### src/rtl/ivp_consts.svh
`ifndef IVP_CONSTS_SVH
`define IVP_CONSTS_SVH
// Overview of operation
// - Accept and arbitrate 43 interrupt sources: one non-maskable plus all maskable.
// - Maskable set is seven external pins and thirty-five on-chip peripheral requests.
// - Each maskable request has a three-bit level among eight used in arbitration.
// - Each maskable request has its own mask; masked requests never reach the CPU.
// - A pending request of higher level may interrupt servicing of a lower one.
// - External inputs are noise filtered, edge detected, with selectable valid edge.
// - Among equal levels the lowest default-priority number wins; zero is highest.
// - Reset from pin, watchdog or low voltage: code 0000H, vector zero, PC undefined.
// - Single non-maskable source is watchdog overflow, code 0010H, no priority.
// - Software traps give codes 004nH or 005nH, separate handler per group.
// - Illegal opcode and debug trap share code 0060H and one handler.
// - Maskable vectors sit in 16-byte slots; pins take 0080H to 00E0H in order.
// - On acknowledge save restored PC into the maskable or non-maskable saved-PC register.
// - Aborted short load, divide, prepare or dispose restores its own address.
// - For illegal opcode the saved PC equals faulting address plus 4.
// - Timer Q1 in six-phase mode: overflow is valley, match0 is crest, from option logic.
// - Watchdog request is taken even with interrupts disabled and beats all others.
// - Masked or blocked maskable requests stay pending, then serviced by priority.
`define IVP_NUM_MASKABLE 42
`define IVP_NUM_PINS 7
`define IVP_NUM_LEVELS 8
`define IVP_FILTER_LEN 3
`define IVP_CODE_RESET 16'h0000
`define IVP_CODE_NMI 16'h0010
`define IVP_CODE_TRAP0 16'h0040
`define IVP_CODE_TRAP1 16'h0050
`define IVP_CODE_EXC 16'h0060
`define IVP_ILL_PC_OFFSET 32'h0000_0004
`define IVP_EDGE_RISE 2'h1
`define IVP_EDGE_FALL 2'h2
`endif

### src/rtl/ivp_pkg.sv
package ivp_pkg;
  typedef enum logic [2:0] {
    IVP_CLS_MASKABLE = 3'h1,
    IVP_CLS_NMI = 3'h2,
    IVP_CLS_DEBUG = 3'h4
  } ivp_class_t;
  typedef logic [15:0] ivp_code_t;
  // Exception code of each default-priority index; also its handler address
  function automatic ivp_code_t ivp_vec_code(input logic [5:0] idx);
    logic [15:0] c;
    c = 16'h0000;
    if (idx <= 6'h07) c = 16'h0080 + {6'h00, idx, 4'h0};
    else if (idx <= 6'h11) c = 16'h0120 + {6'h00, idx - 6'h08, 4'h0};
    else if (idx <= 6'h1D) c = 16'h0240 + {6'h00, idx - 6'h12, 4'h0};
    else if (idx <= 6'h26) c = 16'h0340 + {6'h00, idx - 6'h1E, 4'h0};
    else if (idx <= 6'h28) c = 16'h0400 + {6'h00, idx - 6'h27, 4'h0};
    else c = 16'h0430;
    return c;
  endfunction : ivp_vec_code
endpackage : ivp_pkg

### src/rtl/ivp_pin_if.sv
`timescale 1ns/1ps
interface ivp_pin_if #(parameter int N = 7);
  logic [N-1:0] raw;
  logic [2*N-1:0] edge_sel;
  logic [N-1:0] pulse;
  modport filt (input raw, input edge_sel, output pulse);
  modport core (output raw, output edge_sel, input pulse);
endinterface : ivp_pin_if

### src/rtl/ivp_pin_filter.sv
`timescale 1ns/1ps
`include "ivp_consts.svh"
module ivp_pin_filter #(
  parameter int N = `IVP_NUM_PINS,
  parameter int FLT = `IVP_FILTER_LEN
) (
  input wire logic i_clk, // Core clock
  input wire logic i_rst_n, // Async reset, active low
  ivp_pin_if.filt pins // Raw pins in, edge pulses out
);
  if (FLT < 2) begin : g_bad_len
    $error("Filter length below 2");
  end
  localparam int WW = $clog2(FLT + 4);
  logic [WW-1:0] warm_r;
  logic warm;
  // Edges stay off until the filter holds the settled pin level after reset
  always_ff @(posedge i_clk or negedge i_rst_n) begin
    if (!i_rst_n) begin
      warm_r <= '0;
    end else if (!warm) begin
      warm_r <= warm_r + WW'(1);
    end
  end
  assign warm = (warm_r == WW'(FLT + 3));
  genvar g;
  generate
    for (g = 0; g < N; g++) begin : g_pin
      logic s1_r, s2_r, lvl_r, rise, fall;
      logic [FLT-1:0] hist_r;
      always_ff @(posedge i_clk or negedge i_rst_n) begin
        if (!i_rst_n) begin
          s1_r <= 1'b0;
          s2_r <= 1'b0;
        end else begin
          s1_r <= pins.raw[g];
          s2_r <= s1_r;
        end
      end
      // Level changes only after FLT equal samples
      always_ff @(posedge i_clk or negedge i_rst_n) begin
        if (!i_rst_n) begin
          hist_r <= '0;
          lvl_r <= 1'b0;
        end else begin
          hist_r <= {hist_r[FLT-2:0], s2_r};
          if (&hist_r) lvl_r <= 1'b1;
          else if (~|hist_r) lvl_r <= 1'b0;
        end
      end
      assign rise = warm & (&hist_r) & ~lvl_r;
      assign fall = warm & (~|hist_r) & lvl_r;
      assign pins.pulse[g] = (rise & pins.edge_sel[2*g]) | (fall & pins.edge_sel[2*g+1]);
    end
  endgenerate
endmodule : ivp_pin_filter

### src/rtl/ivp_core.sv
`timescale 1ns/1ps
`include "ivp_consts.svh"
module ivp_core #(
  parameter int NM = `IVP_NUM_MASKABLE,
  parameter int NP = `IVP_NUM_PINS
) (
  input wire logic I_CORE_CLK, // Core clock
  input wire logic I_RST_N, // Async reset, active low
  input wire logic [NP-1:0] I_EXT_PIN, // External request pins (async)
  input wire logic [2*NP-1:0] I_EDGE_SEL, // Per pin {fall,rise} enables
  input wire logic [NM-NP-1:0] I_PERIPH_REQ, // Peripheral request pulses
  input wire logic I_TQ1_SIX_PHASE, // Timer Q1 six-phase mode
  input wire logic I_TQ1_OPT_VALLEY, // Option logic valley pulse
  input wire logic I_TQ1_OPT_CREST, // Option logic crest pulse
  input wire logic [NM-1:0] I_MASK, // Per-source mask, 1 masks
  input wire logic [3*NM-1:0] I_LEVEL, // Per-source level, 0 highest
  input wire logic I_WDT_NMI, // Watchdog overflow pulse
  input wire logic I_RST_PIN_SRC, // Reset pin cause seen
  input wire logic I_WDT_RST_SRC, // Watchdog reset cause
  input wire logic I_LV_RST_SRC, // Low-voltage reset cause
  input wire logic I_ID_FLAG, // Interrupt-disable flag
  input wire logic I_NP_FLAG, // NMI in-service flag
  input wire logic I_CPU_ACK, // CPU takes presented request
  input wire logic I_RETI, // Return from maskable service
  input wire logic I_TRAP, // Software trap pulse
  input wire logic [4:0] I_TRAP_VEC, // Trap operand
  input wire logic I_ILL_OPCODE, // Illegal opcode pulse
  input wire logic I_DBTRAP, // Debug trap pulse
  input wire logic [31:0] I_PC, // Address of current instruction
  input wire logic [31:0] I_NEXT_PC, // Address of following instruction
  input wire logic I_ABORTABLE, // Current instruction restarts on abort
  output logic O_REQ, // Interrupt request to CPU
  output logic [15:0] O_CODE, // Exception code
  output logic [31:0] O_HANDLER, // Handler address
  output logic O_EXC, // Exception taken pulse
  output logic [15:0] O_EXC_CODE, // Exception code of trap
  output logic [31:0] O_EXC_HANDLER, // Handler address of trap
  output logic O_RESET_VEC, // Reset vector presented
  output logic [31:0] O_MASK_SAVED_PC, // Maskable saved PC
  output logic [31:0] O_NMI_SAVED_PC, // NMI saved PC
  output logic [31:0] O_DBG_SAVED_PC, // Debug saved PC
  output logic [NM-1:0] O_PENDING // Pending requests
);
  if (NM != 42 || NP != 7) begin : g_bad_size
    $error("Source table fixed at 42 maskable, 7 pins");
  end

  ivp_pin_if #(.N(NP)) pin_bus ();
  assign pin_bus.raw = I_EXT_PIN;
  assign pin_bus.edge_sel = I_EDGE_SEL;
  ivp_pin_filter #(.N(NP), .FLT(`IVP_FILTER_LEN)) u_filt (
    .i_clk(I_CORE_CLK),
    .i_rst_n(I_RST_N),
    .pins(pin_bus.filt)
  );

  // Requests in default-priority order; index 13/14 are timer Q1
  logic [NM-1:0] raw_req;
  logic [NM-NP-1:0] per_req;
  always_comb begin
    per_req = I_PERIPH_REQ;
    if (I_TQ1_SIX_PHASE) begin
      per_req[13-NP] = I_TQ1_OPT_VALLEY;
      per_req[14-NP] = I_TQ1_OPT_CREST;
    end
  end
  assign raw_req = {per_req, pin_bus.pulse};

  logic [NM-1:0] pend_r, grant_vec;
  logic nmi_pend_r;
  logic [5:0] win_idx;
  logic [2:0] win_lvl;
  logic win_any;

  // Fixed search: strict less-than keeps lowest index on ties
  always_comb begin
    win_idx = 6'h00;
    win_lvl = 3'h7;
    win_any = 1'b0;
    for (int k = 0; k < NM; k++) begin
      if (pend_r[k] && !I_MASK[k]) begin
        if (!win_any || I_LEVEL[3*k +: 3] < win_lvl) begin
          win_any = 1'b1;
          win_idx = 6'(k);
          win_lvl = I_LEVEL[3*k +: 3];
        end
      end
    end
  end

  // In-service level stack, one bit per level
  logic [`IVP_NUM_LEVELS-1:0] isr_r, isr_nxt;
  logic [2:0] isr_top;
  logic isr_any;
  always_comb begin
    isr_top = 3'h7;
    isr_any = 1'b0;
    for (int l = `IVP_NUM_LEVELS - 1; l >= 0; l--) begin
      if (isr_r[l]) begin
        isr_top = 3'(l);
        isr_any = 1'b1;
      end
    end
  end

  logic mask_ok, take_mask, take_nmi;
  assign mask_ok = win_any && !I_ID_FLAG && !I_NP_FLAG
                   && (!isr_any || win_lvl < isr_top);
  assign take_nmi = O_REQ && I_CPU_ACK && O_CODE == `IVP_CODE_NMI;
  assign take_mask = O_REQ && I_CPU_ACK && O_CODE != `IVP_CODE_NMI;

  always_comb begin
    grant_vec = '0;
    if (take_mask) grant_vec[win_idx] = 1'b1;
  end

  // Pending flags: a new event wins over the grant clear
  always_ff @(posedge I_CORE_CLK or negedge I_RST_N) begin
    if (!I_RST_N) begin
      pend_r <= '0;
    end else begin
      pend_r <= (pend_r & ~grant_vec) | raw_req;
    end
  end

  always_ff @(posedge I_CORE_CLK or negedge I_RST_N) begin
    if (!I_RST_N) begin
      nmi_pend_r <= 1'b0;
    end else begin
      nmi_pend_r <= (nmi_pend_r & ~take_nmi) | I_WDT_NMI;
    end
  end

  always_comb begin
    isr_nxt = isr_r;
    if (I_RETI && isr_any) isr_nxt[isr_top] = 1'b0;
    if (take_mask) isr_nxt[win_lvl] = 1'b1;
  end

  always_ff @(posedge I_CORE_CLK or negedge I_RST_N) begin
    if (!I_RST_N) begin
      isr_r <= '0;
    end else begin
      isr_r <= isr_nxt;
    end
  end

  // Request presentation: NMI ignores I_ID_FLAG but is held off while I_NP_FLAG is set
  always_ff @(posedge I_CORE_CLK or negedge I_RST_N) begin
    if (!I_RST_N) begin
      O_REQ <= 1'b0;
      O_CODE <= 16'h0000;
      O_HANDLER <= 32'h0000_0000;
    end else if (nmi_pend_r && !I_NP_FLAG && !(O_REQ && I_CPU_ACK)) begin
      O_REQ <= 1'b1;
      O_CODE <= `IVP_CODE_NMI;
      O_HANDLER <= {16'h0000, `IVP_CODE_NMI};
    end else if (mask_ok && !(O_REQ && I_CPU_ACK)) begin
      O_REQ <= 1'b1;
      O_CODE <= ivp_pkg::ivp_vec_code(win_idx);
      O_HANDLER <= {16'h0000, ivp_pkg::ivp_vec_code(win_idx)};
    end else begin
      O_REQ <= 1'b0;
    end
  end

  // Exceptions: traps and exception traps
  always_ff @(posedge I_CORE_CLK or negedge I_RST_N) begin
    if (!I_RST_N) begin
      O_EXC <= 1'b0;
      O_EXC_CODE <= 16'h0000;
      O_EXC_HANDLER <= 32'h0000_0000;
    end else begin
      O_EXC <= I_TRAP | I_ILL_OPCODE | I_DBTRAP;
      if (I_ILL_OPCODE || I_DBTRAP) begin
        O_EXC_CODE <= `IVP_CODE_EXC;
        O_EXC_HANDLER <= {16'h0000, `IVP_CODE_EXC};
      end else if (I_TRAP) begin
        O_EXC_CODE <= (I_TRAP_VEC[4] ? `IVP_CODE_TRAP1 : `IVP_CODE_TRAP0)
                      | {12'h000, I_TRAP_VEC[3:0]};
        O_EXC_HANDLER <= {16'h0000,
                          I_TRAP_VEC[4] ? `IVP_CODE_TRAP1 : `IVP_CODE_TRAP0};
      end
    end
  end

  // Reset vector: any reset cause points to address zero, PC undefined
  always_ff @(posedge I_CORE_CLK or negedge I_RST_N) begin
    if (!I_RST_N) begin
      O_RESET_VEC <= 1'b0;
    end else begin
      O_RESET_VEC <= I_RST_PIN_SRC | I_WDT_RST_SRC | I_LV_RST_SRC;
    end
  end

  logic [31:0] restore_pc;
  assign restore_pc = I_ABORTABLE ? I_PC : I_NEXT_PC;

  always_ff @(posedge I_CORE_CLK or negedge I_RST_N) begin
    if (!I_RST_N) begin
      O_MASK_SAVED_PC <= 32'h0000_0000;
      O_NMI_SAVED_PC <= 32'h0000_0000;
      O_DBG_SAVED_PC <= 32'h0000_0000;
    end else begin
      if (take_mask) O_MASK_SAVED_PC <= restore_pc;
      if (take_nmi) O_NMI_SAVED_PC <= restore_pc;
      if (I_ILL_OPCODE) O_DBG_SAVED_PC <= I_PC + `IVP_ILL_PC_OFFSET;
      else if (I_DBTRAP) O_DBG_SAVED_PC <= I_NEXT_PC;
    end
  end

  always_ff @(posedge I_CORE_CLK or negedge I_RST_N) begin
    if (!I_RST_N) begin
      O_PENDING <= '0;
    end else begin
      O_PENDING <= pend_r;
    end
  end
endmodule : ivp_core

### config.mk
export PLATFORM = sky130hd
export DESIGN_NAME = ivp_core
export DESIGN_NICKNAME = d
export VERILOG_FILES = /design/src/rtl/ivp_pkg.sv /design/src/rtl/ivp_pin_if.sv /design/src/rtl/ivp_pin_filter.sv /design/src/rtl/ivp_core.sv
export VERILOG_INCLUDE_DIRS = /design/src /design/src/rtl
export SDC_FILE = /design/constraint.sdc
export NUM_CORES = 1
export LEC_CHECK = 0
export ABC_AREA = 1
export BUFFER_PORTS_ARGS = -buffer_cell sky130_fd_sc_hd__buf_2
export CORE_AREA = 2 2 211 213
export DETAILED_ROUTE_END_ITERATION = 7
export DIE_AREA = 0 0 213 215
export GPL_TIMING_DRIVEN = 0
export PLACE_DENSITY = 0.67
export SLEW_MARGIN = 15
export SYNTH_ARGS = -nofsm -noshare
export SYNTH_HDL_FRONTEND = slang
export SYNTH_SLANG_ARGS = --single-unit
export TNS_END_PERCENT = 5
### constraint.sdc
create_clock -name I_CORE_CLK -period 21.3 [get_ports I_CORE_CLK]
set_input_delay 1.065 -clock I_CORE_CLK [delete_from_list [all_inputs] [get_ports I_CORE_CLK]]
set_output_delay 1.065 -clock I_CORE_CLK [all_outputs]
set_load 0.1 [all_outputs]
# Word-level counts from Yosys, hierarchy flattened
# Index checks and enable logic that the tools add are counted.
# totals
output_inout_bits,237
register_bits,333
in_bits,310
# op_classes
addsub,11
eq_ne,10
mux,306
reduce_logical,209
n_bitwise,70
n_lt_le_gt_ge,53
# op_table
operator,count
$mux 6,81
$mux 3,89
$mux 32,7
$lt 3x3->1,42
$mux 1,112
$logic_not 1->1,94
$mux 16,4
$mux 12,5
$logic_and 1x1->1,55
$and 1x1->1,43
$logic_or 1x1->1,43
$and 42x42->42,1
$mux 42,1
$not 42->42,1
$or 42x42->42,1
$add 32x3->32 const B,1
$add 10x10->11 const A,2
$reduce_and 3->1,7
$reduce_or 3->1,7
$eq 16x5->1 const B,1
$mux 8,2
$ne 16x5->1 const B,1
$or 16x4->16,1
$ne 2x1->1 const B,7
other kinds (25),51

# Depth between registers and ports, before layout
# depth
ltp_word,176
mapped_depth,306
depth_no_buf,305

# Hierarchy
# A second synthesis with hierarchy kept.
# hier_totals
cells_unflattened,2468
hier_area_um2,17186.5
# modules_own_cells
mod,area_each_um2,cells_per_inst,n_inst
ivp_core,15602.5,2322,1
ivp_pin_filter,1584.0,146,1

# Worst setup path after synthesis
# Ideal clock, no wire load.
# synth_path
path_kind,input -> register
start,input I_MASK[0]
end,register O_CODE[7]
path_stages,286
required_time_ns,21.176
t_arrival_ns,20.501
path_slack_ns,0.675
n_path_buf,1
path_cell_list,inv_1 > nand3_1 > nand2_1 > clkinv_1 > nand2_1 > nand2_1 > nand3_2 > nand2_1 > nand2_1 > nand2_1 > nand2_1 > nand2_1 > nand2_2 > nand2_2 > nand2_1 > nand3_1 > nand2_1 > inv_1 > (+250 left out) > inv_1 > nand2_2 > nand2_2 > nand2_4 > nand2_4 > buf_12 > nand3_2 > inv_1 > ha_1 > inv_1 > xor2_2 > ha_1 > a21oi_1 > o21ai_0 > nand2_1 > nand2_1 > nand2_1 > o21ai_1
# synth_via
elab_chain_len,176
word_cells_on_any_way,401
cone_classes,add/sub (9); order compare (47); mux (255); reduce/logical (90)
# synth_rtl
element,line,rtl
start: declaration,ivp_core.sv:15,"input wire logic [NM-1:0] I_MASK,"
$logic_not 1->1 *,ivp_core.sv:81,if (pend_r[k] && !I_MASK[k]) begin
$logic_and 1x1->1 *,ivp_core.sv:81,
$mux 3 / $mux 1 (equally long branches),ivp_core.sv:81,
$lt 3x3->1 / $logic_not 1->1 (equally long branches),ivp_core.sv:82,if (!win_any || I_LEVEL[3*k +: 3] < win_lvl) begin
$logic_or 1x1->1,ivp_core.sv:82,
$mux 3 / $mux 1 (equally long branches),ivp_core.sv:82,
$mux 3 / $mux 1 (equally long branches),ivp_core.sv:81,
$lt 3x3->1 / $logic_not 1->1 (equally long branches),ivp_core.sv:82,
(+160 left out),-,
$add 11x10->12,ivp_pkg.sv:16,"else if (idx <= 6'h28) c = 16'h0400 + {6'h00, idx - 6'h27, 4'h0};"
$mux 12,ivp_pkg.sv:16,
$mux 12,ivp_pkg.sv:15,"else if (idx <= 6'h26) c = 16'h0340 + {6'h00, idx - 6'h1E, 4'h0};"
$mux 12,ivp_pkg.sv:14,"else if (idx <= 6'h1D) c = 16'h0240 + {6'h00, idx - 6'h12, 4'h0};"
$mux 12,ivp_pkg.sv:13,"else if (idx <= 6'h11) c = 16'h0120 + {6'h00, idx - 6'h08, 4'h0};"
$mux 12,ivp_pkg.sv:12,"if (idx <= 6'h07) c = 16'h0080 + {6'h00, idx, 4'h0};"
$mux 16,ivp_core.sv:158,end else if (mask_ok && !(O_REQ && I_CPU_ACK)) begin
$mux 16,ivp_core.sv:154,end else if (nmi_pend_r && !I_NP_FLAG && !(O_REQ && I_CPU_ACK)) begin
end signal: assignment,ivp_core.sv:156,O_CODE <= `IVP_CODE_NMI;
end signal: assignment,ivp_core.sv:160,O_CODE <= ivp_pkg::ivp_vec_code(win_idx);
end: declaration,ivp_core.sv:33,"output logic [15:0] O_CODE,"
# Mark *: on every way between the ends. The rest lies on a longest branch, timed or not. The select of a mux whose other input is x is not followed.
# A chain may end at the register's enable or synchronous reset.

# Final worst setup path
# layout_path
start,input I_LEVEL[1]
end,register O_CODE[8]
# layout_via
elab_chain_len,174
word_cells_on_any_way,397
cone_classes,add/sub (9); order compare (47); mux (254); reduce/logical (87)
# layout_rtl
element,line,rtl
start: declaration,ivp_core.sv:16,"input wire logic [3*NM-1:0] I_LEVEL,"
$mux 3 *,ivp_core.sv:81,
$lt 3x3->1,ivp_core.sv:82,
$logic_or 1x1->1,ivp_core.sv:82,
$mux 3 / $mux 1 (equally long branches),ivp_core.sv:82,
$mux 3 / $mux 1 (equally long branches),ivp_core.sv:81,
$lt 3x3->1 / $logic_not 1->1 (equally long branches),ivp_core.sv:82,
$logic_or 1x1->1,ivp_core.sv:82,
$mux 3 / $mux 1 (equally long branches),ivp_core.sv:82,
(+158 left out),-,
$add 11x10->12,ivp_pkg.sv:16,
$mux 12,ivp_pkg.sv:16,
$mux 12,ivp_pkg.sv:15,
$mux 12,ivp_pkg.sv:14,
$mux 12,ivp_pkg.sv:13,
$mux 12,ivp_pkg.sv:12,
$mux 16,ivp_core.sv:158,
$mux 16,ivp_core.sv:154,
# Marked as above.

==> qor.txt <==
die width -> 213 um
H-tree lvl count -> 1
slowest cell on the critical path -> ha_4
worst setup margin -> -1.24 ns
Min Hold Slack -> 0.344 ns
final setup violation count -> 58
Mapped Area -> 17000 sq um
TNS Setup -> -52.78 ns
Hold Path Class -> reg -> reg
count of buffers from port buffering -> 473
Via density -> 4.88
FF-to-FF setup slack -> -1.18 ns
post-synthesis cell type count -> 54
Peak VDD IR -> 0.000146 V
Post-Synth Simple-Gate Area -> 34.0%
Num CTS Buffers -> 31
layout cells sized above 1 -> 38.0%
Clock Path Buffers -> 3
die area -> 45800 sq um
final WL -> 61800 um
# rows -> 77
predominant post-synthesis flop cell -> dfrtp_1
number of synthesized flops with an enable pin -> 0
CP max stage delay -> 0.23 ns
DRT Pass-1 Iters -> 5
post-synth top area cell -> dfrtp_1
Worst-Margin Slew -> 1.16 ns
top-area cell type share of the netlist area -> 36.9%
largest family of logic cells by synthesized area -> simple AND/OR/NAND/NOR gates
initial antenna violation count -> 13
vias in the first global route -> 17468
DP HPWL -> 46700 um
first-pass GRT wire length -> 92300 um
Worst Hold Launch -> u_filt.g_pin[5].s2_r$_DFF_PN0_
Residual DRC -> 0
die height -> 215 um
io pins -> 547
XOR/XNOR Fraction of Synth Area -> 1.43%
Crit path top cell by count -> nand2_2
DR WL/cell -> 16.5 um
syn avg cell area -> 7.03 sq um
Synth Area in Adders -> 1.69%
Final Skew -> 0.0241 ns
Final Hold Fails -> 0
RSZ-0062 raised after global routing -> yes
Post-Synthesis Cells -> 2419
MaxCap Viol Count -> 0
P per Cell Area -> 198 nW/um^2
largest cells by area after synthesis -> dfrtp_1, nand2_1, inv_1, nand3_1, nor2_1
pre-CTS setup slack -> -3.01 ns
R2R cell count -> 283
crit path kind -> in -> reg
max_slew headroom -> 22.6%
GRT Overall Usage -> 25.4%
overall power -> 4.76 mW
Final Cell Area -> 24000 sq um
Nets -> 3456
synth warn -> 0
Synth Area in Compound Gates -> 10.2%
Core ar. -> 43600 sq um
Post-Layout Cell Count -> 3749
WHS Endpoint -> u_filt.g_pin[5].hist_r[0]$_DFF_PN0_
Clock transition at path regs -> 0.06 ns
Starting Density -> 39.0%
fin crit share -> 106%
placed insts -> 3557
reg-to-reg endpoint -> O_CODE[8]$_DFFE_PN0P_
Pleak -> 13.4 nW
fmax -> 0.0444 GHz
startpoint class of the critical path -> primary input
Critical Path RT -> 21.78 ns
largest net degree at the start of global routing -> 100
cts hold-fix bufs -> 0
minimum clock period -> 22.54 ns
Layout area overhead -> 41.0%
Clock Sink Count -> 251
#FFs+latches synth -> 251
final antenna-violating net count -> 0
Post-synth ARST share -> 100%
CTS tree -> done
R2R Path Start -> pend_r[0]$_DFF_PN0_
Vias -> 18302
worst-path fanout max -> 7
outcome -> finished, violations left
DR iter-0 viols -> 1123
GRT Residual Overflow -> 0
Worst-Skew Late Latency -> 0.58 ns
cell depth of the worst min-delay path -> 0
endpoint class of the critical path -> register
post-synthesis sequential area ratio -> 36.9%
Root Buffer -> clkbuf_16
CP arrival -> 23.02 ns
gpl congestion -> 0.944
failing checks -> setup timing
max-slew violations -> 0
Final Core Density -> 55.0%
mux contribution to synthesized area -> 2.43%
Placed Area -> 20400 sq um
## power by group
group	switching [mW]	internal, mW
Clock	0.231	0.332
Combinational	2.37	1.19
Sequential	0.0599	0.576
Total	2.66	2.10
## cell type report
cell class,instances,area [sq um]
Tap cell,592,741
Multi-Input combinational cell,1728,10200
Clock buffer,39,846
Timing Repair Buffer,599,3400
Fill cell,4171,19700
Antenna cell,9,22.5
Clock inverter,19,229
Inverter,400,1510
Buffer,112,767
Sequential cell,251,6280
## state kept, by name, indices dropped and copies added (netlist names)
signal	cells
O_EXC	1
u_filt.g_pin.s2_r	7
O_CODE	7
O_EXC_HANDLER	1
u_filt.warm_r	3
nmi_pend_r	1
u_filt.g_pin.hist_r	21
O_EXC_CODE	6
O_NMI_SAVED_PC	32
u_filt.g_pin.lvl_r	7
O_DBG_SAVED_PC	32
isr_r	8
O_PENDING	42
O_MASK_SAVED_PC	32
u_filt.g_pin.s1_r	7
pend_r	42
O_REQ	1
O_RESET_VEC	1
## routing by layer
metal  track usage [%]  wire length, um
met1              29.3            23700
met2              45.4            30700
met3              6.34             4880
met4              8.83             2410
met5                 0               84
## worst max-delay path: cells and delay by family
kind	cells	cell delay, ns
AND/OR/NAND/NOR	257	19.58
buffers and inverters	20	1.10
adder cells (fa/ha/maj)	3	0.60
AO/OA/AOI/OAI	2	0.41
XOR/XNOR	1	0.15
## cells by family (layout without fill, tap and decap cells)
kind of cell | after synthesis | after routing
AO/OA/AOI/OAI | 271 | 271
XOR/XNOR | 27 | 27
adder cells (fa/ha/maj) | 23 | 23
buffers and inverters | 512 | 1169
flip-flops | 251 | 251
multiplexers | 37 | 37
other | 1 | 81
AND/OR/NAND/NOR | 1297 | 1298
## what timing repair did
action	CTS	global route
cloned	0	1
pin swaps	40	196
gates resized for setup	129	269
setup endpoints to repair	58	58
setup buffers	64	60
## Yosys cell counts (34+ instances only)
| master | instances |
|---|---|
| mux2_2 | 35 |
| dfrtp_1 | 251 |
| nand2_2 | 103 |
| o21ai_0 | 74 |
| nand3_1 | 229 |
| buf_4 | 83 |
| a21oi_1 | 41 |
| inv_1 | 355 |
| nand2_1 | 674 |
| nor3_1 | 34 |
| o21bai_1 | 53 |
| nor2_1 | 175 |
## how the worst max path moves through the flow
stage               startpoint               endpoint  slack, ns  cells past startpoint
floorplan            I_MASK[0]  O_CODE[7]$_DFFE_PN0P_       0.67                    286
global placement     I_MASK[0]  O_CODE[7]$_DFFE_PN0P_      -2.41                    295
detailed placement   I_MASK[0]  O_CODE[7]$_DFFE_PN0P_      -3.01                    287
CTS                  I_MASK[0]  O_CODE[7]$_DFFE_PN0P_      -0.56                    293
global route        I_LEVEL[1]  O_CODE[8]$_DFFE_PN0P_      -3.53                    287
finish              I_LEVEL[1]  O_CODE[8]$_DFFE_PN0P_      -1.24                    283
## cells in the final DEF (no fill, tap or decap), types with 6 or more instances in the layout
master,count
o31ai_1,10
clkinv_1,20
nand2_2,159
nor2_4,6
mux2_2,35
nand3_1,157
nor2_1,157
buf_4,203
inv_1,344
nand3_2,60
inv_2,33
a21oi_1,38
clkbuf_16,31
o21ai_1,26
nand3_4,18
a32oi_1,7
nand4_1,12
o21a_1,6
nand2_1,536
nor4_1,15
nand3b_1,21
o21bai_1,52
o21ai_0,71
nor3_1,34
nand2_4,91
ha_1,16
nor2_2,17
o211ai_1,16
conb_1,72
diode_2,9
buf_2,470
o221ai_1,13
clkbuf_1,28
xor2_1,20
dfrtp_1,250
No activity file was read; power rests on OpenSTA's default activity.
